`src/rtl/period_match_timer8_defs.vh`:
```
// Constants for the period match timer: offsets, field positions, reset values, timing.
`ifndef PERIOD_MATCH_TIMER8_DEFS_VH
`define PERIOD_MATCH_TIMER8_DEFS_VH

// Register indices as printed; byte address is four times the index.
`define COUNT_REG_INDEX      8'h11
`define CONTROL_REG_INDEX    8'h12
`define PERIOD_REG_INDEX     8'h13
`define STATUS_REG_INDEX     8'h14
`define MASK_REG_INDEX       8'h15
`define COUNT_REG_ADDR       12'h044
`define CONTROL_REG_ADDR     12'h048
`define PERIOD_REG_ADDR      12'h04C
`define STATUS_REG_ADDR      12'h050
`define MASK_REG_ADDR        12'h054

// Control field positions.
`define PRESCALE_LSB         0
`define PRESCALE_MSB         1
`define RUN_BIT              2
`define POSTSCALE_LSB        3
`define POSTSCALE_MSB        6

// Reset values.
`define COUNT_RESET          8'h00
`define PERIOD_RESET         8'hFF
`define CONTROL_RESET        7'h00

// Last phase of the four-phase cycle; the instruction clock strobe fires on it.
`define INSTR_CLOCK_DIVIDE   2'h3
// Prescaler terminal counts for divide by 1, 4 and 16.
`define PRESCALE_TC_DIV1     4'h0
`define PRESCALE_TC_DIV4     4'h3
`define PRESCALE_TC_DIV16    4'hF

`endif

```
`src/rtl/instr_clock_strobe.v`:
```
// Strobe generator that marks one system clock in four as an instruction clock.
`include "period_match_timer8_defs.vh"
`timescale 1ns/1ps
module instr_clock_strobe (
  input  wire       ref_clk,  // System clock.
  input  wire       rst,      // Asynchronous reset, active high.
  output reg        strobe    // One-cycle pulse every fourth clock.
);

  reg [1:0] phase;

  // Free-running phase counter; strobe fires on the last phase.
  always @(posedge ref_clk or posedge rst) begin
    if (rst) begin
      phase  <= 2'h0;
      strobe <= 1'b0;
    end else begin
      phase  <= phase + 2'h1;
      strobe <= (phase == `INSTR_CLOCK_DIVIDE);
    end
  end

endmodule

```
`src/rtl/period_match_timer8.v`:
```
// Eight-bit period match timer with prescaler, postscaler and APB register access.
//
// Local design decision: the APB slave port.
`include "period_match_timer8_defs.vh"
`timescale 1ns/1ps
module period_match_timer8 (
  input  wire        ref_clk,   // System clock, 50 MHz.
  input  wire        rst,       // Asynchronous reset, active high.
  input  wire        psel,      // APB select.
  input  wire        penable,   // APB access phase.
  input  wire        pwrite,    // APB direction, high for write.
  input  wire [11:0] paddr,     // APB byte address.
  input  wire [31:0] pwdata,    // APB write data.
  output reg  [31:0] prdata,    // APB read data.
  output reg         pready,    // APB ready.
  output reg         pslverr,   // APB error for unmapped address.
  output reg         irq        // Level interrupt, unmasked flag set.
);

  reg  [7:0] count_register;
  reg  [7:0] period_register;
  reg  [6:0] timer_control;
  reg        match_interrupt_flag;
  reg        irq_mask;
  reg  [3:0] prescale_count;
  reg  [3:0] postscale_count;
  wire       instr_tick;
  wire [1:0] prescale_select;
  wire [3:0] postscale_select;
  wire       run_bit;
  reg  [3:0] prescale_tc;
  wire       prescale_out;
  wire       match;
  wire       post_out;
  wire       setup;
  wire       wr_count;
  wire       wr_control;
  wire       wr_period;
  wire       wr_status;
  wire       wr_mask;
  wire       addr_ok;
  reg  [31:0] next_prdata;

  // Instruction clock strobe, one system clock in four.
  instr_clock_strobe u_strobe (
    .ref_clk (ref_clk),
    .rst     (rst),
    .strobe  (instr_tick)
  );

  // Control fields.
  assign prescale_select  = timer_control[`PRESCALE_MSB:`PRESCALE_LSB];
  assign postscale_select = timer_control[`POSTSCALE_MSB:`POSTSCALE_LSB];
  assign run_bit          = timer_control[`RUN_BIT];

  // Terminal count of the prescaler for the selected ratio.
  always @* begin
    case (prescale_select)
      2'h0:    prescale_tc = `PRESCALE_TC_DIV1;
      2'h1:    prescale_tc = `PRESCALE_TC_DIV4;
      default: prescale_tc = `PRESCALE_TC_DIV16;
    endcase
  end

  // Prescaler output, compare and postscaler output.
  assign prescale_out = run_bit && instr_tick && (prescale_count >= prescale_tc);
  assign match        = (count_register == period_register);
  assign post_out     = prescale_out && match &&
                        (postscale_count >= postscale_select);

  // APB decode; writes act in the access phase, one cycle after setup.
  assign setup      = psel && !penable;
  assign addr_ok    = (paddr == `COUNT_REG_ADDR) || (paddr == `CONTROL_REG_ADDR) ||
                      (paddr == `PERIOD_REG_ADDR) || (paddr == `STATUS_REG_ADDR) ||
                      (paddr == `MASK_REG_ADDR);
  assign wr_count   = psel && penable && pready && pwrite && (paddr == `COUNT_REG_ADDR);
  assign wr_control = psel && penable && pready && pwrite && (paddr == `CONTROL_REG_ADDR);
  assign wr_period  = psel && penable && pready && pwrite && (paddr == `PERIOD_REG_ADDR);
  assign wr_status  = psel && penable && pready && pwrite && (paddr == `STATUS_REG_ADDR);
  assign wr_mask    = psel && penable && pready && pwrite && (paddr == `MASK_REG_ADDR);

  // Prescaler counter, cleared while stopped.
  always @(posedge ref_clk or posedge rst) begin
    if (rst) begin
      prescale_count <= 4'h0;
    end else if (!run_bit) begin
      prescale_count <= 4'h0;
    end else if (instr_tick) begin
      if (prescale_count >= prescale_tc) begin
        prescale_count <= 4'h0;
      end else begin
        prescale_count <= prescale_count + 4'h1;
      end
    end
  end

  // Postscaler counter, one step per match, cleared while stopped.
  always @(posedge ref_clk or posedge rst) begin
    if (rst) begin
      postscale_count <= 4'h0;
    end else if (!run_bit) begin
      postscale_count <= 4'h0;
    end else if (prescale_out && match) begin
      if (post_out) begin
        postscale_count <= 4'h0;
      end else begin
        postscale_count <= postscale_count + 4'h1;
      end
    end
  end

  // Count register; a software write while running wins over an increment.
  always @(posedge ref_clk or posedge rst) begin
    if (rst) begin
      count_register <= `COUNT_RESET;
    end else if (wr_count && run_bit) begin
      count_register <= pwdata[7:0];
    end else if (prescale_out) begin
      if (match) begin
        count_register <= 8'h00;
      end else begin
        count_register <= count_register + 8'h01;
      end
    end
  end

  // Period and control registers; a control write does not touch the count.
  always @(posedge ref_clk or posedge rst) begin
    if (rst) begin
      period_register <= `PERIOD_RESET;
      timer_control   <= `CONTROL_RESET;
      irq_mask        <= 1'b0;
    end else begin
      if (wr_period) begin
        period_register <= pwdata[7:0];
      end
      if (wr_control) begin
        timer_control <= pwdata[6:0];
      end
      if (wr_mask) begin
        irq_mask <= pwdata[0];
      end
    end
  end

  // Sticky match flag; a new pulse wins over a write-one clear.
  always @(posedge ref_clk or posedge rst) begin
    if (rst) begin
      match_interrupt_flag <= 1'b0;
    end else begin
      if (post_out) begin
        match_interrupt_flag <= 1'b1;
      end else if (wr_status && pwdata[0]) begin
        match_interrupt_flag <= 1'b0;
      end
    end
  end

  // Read data multiplexer.
  always @* begin
    next_prdata = 32'h0000_0000;
    case (paddr)
      `COUNT_REG_ADDR:   next_prdata = {24'h000000, count_register};
      `CONTROL_REG_ADDR: next_prdata = {25'h0000000, timer_control};
      `PERIOD_REG_ADDR:  next_prdata = {24'h000000, period_register};
      `STATUS_REG_ADDR:  next_prdata = {31'h00000000, match_interrupt_flag};
      `MASK_REG_ADDR:    next_prdata = {31'h00000000, irq_mask};
      default:           next_prdata = 32'h0000_0000;
    endcase
  end

  // APB slave: ready one cycle after setup, data and error registered.
  always @(posedge ref_clk or posedge rst) begin
    if (rst) begin
      pready  <= 1'b0;
      prdata  <= 32'h0000_0000;
      pslverr <= 1'b0;
    end else begin
      pready <= setup;
      if (setup) begin
        prdata  <= pwrite ? 32'h0000_0000 : next_prdata;
        pslverr <= !addr_ok;
      end else begin
        pslverr <= 1'b0;
      end
    end
  end

  // Interrupt output, registered.
  always @(posedge ref_clk or posedge rst) begin
    if (rst) begin
      irq <= 1'b0;
    end else begin
      irq <= (match_interrupt_flag || post_out) && irq_mask;
    end
  end

endmodule

```
`config.mk`:
```
export PLATFORM = sky130hd
export DESIGN_NAME = period_match_timer8
export DESIGN_NICKNAME = d
export VERILOG_FILES = /design/src/rtl/instr_clock_strobe.v /design/src/rtl/period_match_timer8.v
export VERILOG_INCLUDE_DIRS = /design/src /design/src/rtl
export SDC_FILE = /design/constraint.sdc
export NUM_CORES = 1
export LEC_CHECK = 0
export ABC_AREA = 1
export BUFFER_PORTS_ARGS = -buffer_cell sky130_fd_sc_hd__buf_2
export CAP_MARGIN = 5
export CORE_AREA = 2 2 78 80
export DETAILED_ROUTE_END_ITERATION = 16
export DIE_AREA = 0 0 80 82
export PLACE_DENSITY = 0.85
export SLEW_MARGIN = 20
export SYNTH_ARGS = -nofsm -noshare
export SYNTH_HDL_FRONTEND = slang
export SYNTH_SLANG_ARGS = --single-unit
```
`constraint.sdc`:
```
create_clock -name ref_clk -period 2.5 [get_ports ref_clk]
set_input_delay 0.125 -clock ref_clk [delete_from_list [all_inputs] [get_ports ref_clk]]
set_output_delay 0.125 -clock ref_clk [all_outputs]
set_load 0.05 [all_outputs]
```
==> results of run 1 <==
-- worst max path at each step --
stage          cells past startpoint                         start                        endpoint
6_report                          10  timer_control[1]$_DFFE_PP0P_   count_register[0]$_DFFE_PP0P_
5_1_grt                           11  timer_control[1]$_DFFE_PP0P_  postscale_count[0]$_DFFE_PP0P_
4_1_cts                            9  timer_control[1]$_DFFE_PP0P_   count_register[0]$_DFFE_PP0P_
3_5_place_dp                       9  timer_control[1]$_DFFE_PP0P_   count_register[2]$_DFFE_PP0P_
3_3_place_gp                      10  timer_control[1]$_DFFE_PP0P_   count_register[2]$_DFFE_PP0P_
2_1_floorplan                     10  timer_control[1]$_DFFE_PP0P_  postscale_count[2]$_DFFE_PP0P_
-- kinds of logic (layout without fill, tap and decap cells) --
family                     count (synthesis)  in the layout  share of synthesized area [%]
DFF                                       47             47                           36.6
xor gates and xnor gates                  11             11                           2.97
and+or+nand+nor                          222            222                           34.7
other                                      1             24                          0.116
buffers and inverters                     94            105                           15.2
AOI/OAI and AO/OA                         25             25                           5.86
adders and majority gates                 12             12                           4.63
-- power by group through the flow --
stage	logic, mW	clock network [mW]	registers [mW]
2_1_floorplan	0.153	0	0.783
3_3_place_gp	0.164	0	0.777
3_5_place_dp	0.166	0	0.777
4_1_cts	0.166	0.592	0.763
5_1_grt	0.178	0.621	0.763
6_report	0.165	0.582	0.763
-- routing by layer --
layer	track usage, %	vias to the layer above	wire (um)
li1	-	1332	-
met4	8.47	0	124
met3	3.85	13	454
met2	37.3	93	3190
met1	26.4	1249	2760
met5	0	-	0
-- layout by cell type (no fill, tap or decap), types with 2 or more instances in the layout --
cell type  instances
inv_2              6
o21ai_0            4
conb_1            24
nor2_1            14
nor3_4             2
clkbuf_8           6
o21ai_2           15
nand3_1           59
o22ai_1            2
nor3_1             2
nor2_4             6
nand4_1           13
inv_1             54
clkinv_2           2
nand2_1          104
nor2_2             6
xnor2_1            4
a21oi_1            2
ha_1              12
dfrtp_1           39
nand3b_1           2
dfstp_2            8
xor2_1             7
nand2_2            7
buf_2             35
-- registers in the layout (all words and copies together) (netlist names), 2 cells and up --
signal           flops
count_register       8
period_register      8
postscale_count      4
prdata               8
prescale_count       4
timer_control        7
u_strobe.phase       2
-- area by class of cell --
class | instances | area (um^2) | share of cell area [%]
Inverter | 62 | 234 | 6.77
Timing Repair Buffer | 35 | 175 | 5.07
Clock inverter | 2 | 35.0 | 1.01
Sequential cell | 47 | 1190 | 34.3
Tap cell | 75 | 93.8 | 2.71
Multi-Input combinational cell | 294 | 1650 | 47.8
Clock buffer | 6 | 82.6 | 2.39
-- per-stage QoR --
stage          utilization (%)  setup WS [ps]  area (um^2)
5_1_grt                   60.2            421         3460
3_3_place_gp              58.1            700         3340
2_1_floorplan                -            920         3330
3_5_place_dp              58.1            620         3340
4_1_cts                   60.2            600         3460
6_report                  60.2            560         3460
==> reports/metrics.csv, run 1 <==
stage;metric;value;unit
run_status;status;complete, no violations;
clock_network;postcts setup bufs;0;
worst_setup_path;CP Max Fanout;10;
clock_network;# H-tree levels;2;
synth;largest area contributor in the netlist;dfrtp_1;
die;Die X;80;um
worst_setup_path;Critical Path Sink Type;flop;
synth;ys async rst share;100;%
worst_setup_path;Worst Path Required;2690;ps
sta;Max Freq;515;MHz
detailed_routing;Iter 0 DRT Violations;192;
clock_network;Resize count post-CTS;0;
clock_network;later-pin clock latency in the skew report;300;ps
clock_network;CTS Buffer Depth;2;
synth;top-count cell post-synth;nand2_1;
sta;final-report hold violation count;0;
detailed_routing;final WL;6530;um
detailed_routing;vias per cell;5.16;
clock_network;CTS buffer count;5;
clock_network;Root Driver;clkbuf_8;
detailed_routing;Routed Antenna Nets;0;
sta;min Tclk post-route;1940;ps
finish;fraction of layout cells with a size suffix above 1;22.9;%
finish;Area growth syn-to-layout;6.59;%
synth;Synth top cells by count;nand2_1, nand3_1, inv_1;
power;Reg power frac;50.5;%
synth;post-synthesis cell type count;35;
synth;Post-Syn Area;3240;um^2
grt;vias in the first global route;2500;
sta;Final Setup Violations;0;
power;clock power share;38.6;%
worst_setup_path;Worst Path Buf+Inv;1;
sta;setup TNS;0;ps
synth;syn_area_per_cell;7.87;um^2
die;die area;6560;um^2
job;Max-Cap Viols;0;
power;Switching Share;26.6;%
synth;Synth Flop Type;dfrtp_1;
synth;share of the synthesized area in the top cell type;30.1;%
detailed_routing;DRT Pass-1 Iters;4;
power;total power;1.51;mW
grt;first-pass GRT wire length;11000;um
die;Row Count;28;
worst_setup_path;Crit-path slowest cell;dfrtp_1;
clock_network;clock slew at reported path FFs;80;ps
clock_network;CTS Sinks;47;
power;Int Pwr;1.11;mW
finish;ANT cells;0;
detailed_routing;Wirelength per Cell;12.5;um
sta;final max-slew violation count;0;
die;core area;5750;um^2
die;io pins;84;
worst_setup_path;WP data arrival;2130;ps
placed_design;placed cell count;513;
synth;largest cells by area after synthesis;dfrtp_1, nand2_1, nand3_1;
die;Die H;82;um
sta;Final Skew;3.91;ps
synth;number of synthesis warnings;0;
power;pwr dens;437;nW/um^2
worst_setup_path;RR Endpoint;count_register[0]$_DFFE_PP0P_;
finish;fillers;502;
grt;GR Overflow Total;0;
worst_setup_path;Crit path max-delay family;simple AND/OR/NAND/NOR gates;
worst_setup_path;most used cell, CP;nand2_1;
power;Worst VDD drop;0.210;mV
sta;hold_ws;36.4;ps
clock_network;cts hold-fix bufs;0;
grt;total track usage;21.4;%
worst_setup_path;crit path kind;reg -> reg;
sta;period utilisation layout;77.6;%
worst_setup_path;CP cell instances;nor2_1 > ha_1 > nand2_1 > nand2_1 > nand2_1 > nand3_1 > nand2_2 > inv_1 > nand4_1 > nand3_1;
power;NetSw;0.401;mW
detailed_routing;DRC;0;
synth;number of synthesized register bits;47;
worst_setup_path;R2R Path Start;timer_control[1]$_DFFE_PP0P_;
finish;Nets;506;
placed_design;PortBufs;35;
grt;number of antenna violations at the first check in global routing;0;
synth;number of flops mapped to enable cells by yosys;0;
sta;Least-Margin Pin Slew;965;ps
sta;RSZ-0062 raised after global routing;false;
power;Pleak;1.89;nW
placed_design;Post-DP HPWL;4960;um
detailed_routing;via total after detailed routing;2687;
finish;fin cells;521;
worst_setup_path;startpoint types;flop;
synth;Post-Syn Instances;412;
sta;relative slew slack;35.6;%
grt;largest net degree at the start of global routing;48;
worst_setup_path;Register-to-Register Path Depth;10;
synth;sequential area share after synthesis;36.6;%
worst_setup_path;R2R Setup Slk;560;ps
worst_setup_path;Critical Path Max Stage Delay;440;ps
placed_design;gpl congestion;0.905;
die;Starting Density;56.5;%
worst_hold_path;Min-Delay Path Class;in -> async;
power;Logic pwr share;10.9;%
clock_network;CTS tree;done;
(Power assumes the default switching activity.)
==> inputs of run 2 (changes only) <==
Settings changed: ABC_AREA 1 to 0, CORE_AREA 2 2 78 80 to 2 2 81 83, DIE_AREA 0 0 80 82 to 0 0 83 85, PLACE_DENSITY 0.85 to 0.75.
Clock period 2.5 ns to 1.6 ns, I/O delays scaled along.
==> reports/metrics.csv, run 2 <==
stage;metric;value;unit
synth;share of the synthesized area in the top cell type;34.5;%
finish;Area growth syn-to-layout;32.4;%
synth;Synth top cells by count;dfrtp_1, buf_4, a21oi_1;
grt;first-pass GRT wire length;11800;um
placed_design;Area after DPL;3370;um^2
worst_setup_path;CP Max Fanout;5;
die;Die X;83;um
sta;Least-Margin Pin Slew;582;ps
worst_setup_path;Worst Path Required;1840;ps
detailed_routing;DRT Pass-1 Iters;4;
die;Starting Density;45.6;%
finish;design area;3750;um^2
power;Pleak;1.73;nW
worst_setup_path;WP data arrival;2310;ps
detailed_routing;Wirelength per Cell;16.5;um
synth;Post-Syn Instances;285;
sta;hold_ws;12.9;ps
clock_network;# H-tree levels;2;
finish;fin cells;453;
placed_design;gpl congestion;0.854;
sta;final worst slack;-467;ps
synth;sequential area share after synthesis;41.9;%
clock_network;CTS Buffer Depth;2;
sta;min Tclk post-route;2070;ps
die;core area;6200;um^2
finish;Nets;436;
power;pwr dens;630;nW/um^2
sta;Max Freq;484;MHz
synth;largest area contributor in the netlist;dfrtp_1;
placed_design;PortBufs;35;
clock_network;CTS Sinks;47;
worst_setup_path;Critical Path Sink Type;flop;
sta;final-report hold violation count;0;
sta;RSZ-0062 raised after global routing;true;
die;Die H;85;um
synth;post-synthesis cell type count;47;
finish;fillers;493;
finish;ANT cells;0;
synth;ys async rst share;100;%
detailed_routing;via total after detailed routing;2518;
synth;number of synthesis warnings;0;
placed_design;Setup WS pre-CTS;-573;ps
grt;vias in the first global route;2489;
die;die area;7060;um^2
detailed_routing;DRC;0;
power;total power;2.36;mW
clock_network;later-pin clock latency in the skew report;300;ps
synth;largest cells by area after synthesis;dfrtp_1, dfstp_2, mux2_2;
worst_setup_path;crit path kind;reg -> reg;
finish;fraction of layout cells with a size suffix above 1;43.6;%
clock_network;clock slew at reported path FFs;90;ps
die;io pins;84;
finish;Regs by FF count;count_register x8, period_register x8, prdata x8;
sta;final max-slew violation count;0;
clock_network;Root Driver;clkbuf_8;
placed_design;placed cell count;436;
synth;syn_area_per_cell;9.93;um^2
detailed_routing;final WL;7490;um
detailed_routing;vias per cell;5.56;
finish;commonest cells after routing, fill and taps aside;buf_4, dfrtp_1, buf_2, conb_1, nand2_1;
finish;most common cell after layout, fill and taps aside;buf_4;
clock_network;CTS buffer count;5;
worst_setup_path;startpoint types;flop;
sta;setup TNS;-6770;ps
synth;number of flops mapped to enable cells by yosys;0;
clock_network;CTS tree;done;
synth;top-count cell post-synth;dfrtp_1;
sta;Final Skew;8.42;ps
synth;Synth Flop Type;dfrtp_1;
placed_design;Post-DP HPWL;4910;um
die;Row Count;29;
synth;number of synthesized register bits;47;
finish;final core occ;60.4;%
grt;GR Overflow Total;0;
worst_hold_path;Min-Delay Path Class;in -> reg;
grt;total track usage;20.7;%
grt;largest net degree at the start of global routing;48;
sta;relative slew slack;61.2;%
power;Worst VDD drop;0.501;mV
run_status;failing checks;setup timing;
sta;period utilisation layout;129;%
detailed_routing;Routed Antenna Nets;0;
run_status;status;finished with violations;
job;Max-Cap Viols;0;
detailed_routing;Iter 0 DRT Violations;169;
sta;Final Setup Violations;18;
synth;Post-Syn Area;2830;um^2
grt;number of antenna violations at the first check in global routing;0;
[run 2: cell types whose count changed after synthesis, sizes merged, moves of 10 or more]
cell / delta
nand2: -91
nand3: -54
inv: -42
a21oi: +19
nor2: -19
mux2: +17
nand4: -10
[run 2: final timing paths]
kind	start	cells past startpoint	to	slack, ps
worst max-delay path	timer_control[0]$_DFFE_PP0P_	8	postscale_count[0]$_DFFE_PP0P_	-470
worst min-delay path	pwdata[7]	3	count_register[7]$_DFFE_PP0P_	10
worst max register to register	timer_control[0]$_DFFE_PP0P_	8	postscale_count[0]$_DFFE_PP0P_	-470
worst min register to register	u_strobe.phase[0]$_DFF_PP0_	1	u_strobe.phase[0]$_DFF_PP0_	420
max in group asynchronous	rst	4	period_register[5]$_DFFE_PP1P_	970
min in group asynchronous	rst	4	prescale_count[2]$_DFFE_PP0P_	340
[run 2: what timing repair did]
| item | in CTS | in global routing |
|---|---|---|
| setup endpoints to repair | 18 | 18 |
| pin swaps | 21 | 14 |
| hold endpoints to repair | 39 | 0 |
| resized for setup | 33 | 21 |
| gates cloned | 1 | 0 |
| hold buffers | 1 | 0 |
| setup buffers | 5 | 3 |
[run 2: final cells by class]
type | count | area [um^2] | share of cell area [%]
Timing Repair Buffer | 93 | 656 | 17.5
Clock buffer | 6 | 82.6 | 2.20
Clock inverter | 2 | 35.0 | 0.935
Tap cell | 77 | 96.3 | 2.57
Multi-Input combinational cell | 209 | 1620 | 43.1
Inverter | 19 | 73.8 | 1.97
Sequential cell | 47 | 1190 | 31.7
[run 2: critical path: stages (launching register included)]
cell	delay [ps]
dfrtp_1	390
or2_4	270
ha_4	270
nor2b_4	40
o21ai_2	170
nand4_1	150
buf_4	190
or4_4	410
a21oi_2	120
[run 2: cells by family after synthesis]
kind of cell	after synthesis	synth area share (%)
simple gates	71	14.1
compound gates	68	15.6
buf+inv	52	10.6
flops	47	41.9
mux	26	9.95
fa+ha+maj	12	5.30
xor+xnor	8	2.48
other cells	1	0.132
[run 2: power breakdown]
| group | internal [mW] | switching, mW |
|---|---|---|
| combinational | 0.0483 | 0.202 |
| clock | 0.506 | 0.411 |
| sequential | 1.19 | 0.00114 |
| total | 1.75 | 0.614 |
[run 2: per-layer routing]
metal  GRT usage, %  up-vias  routed length (um)
li1               -     1167                   -
met1           24.5     1223                2970
met2           38.3      105                3880
met3           2.63       23                 397
met4           7.75        0                 233
met5              0        -                   0
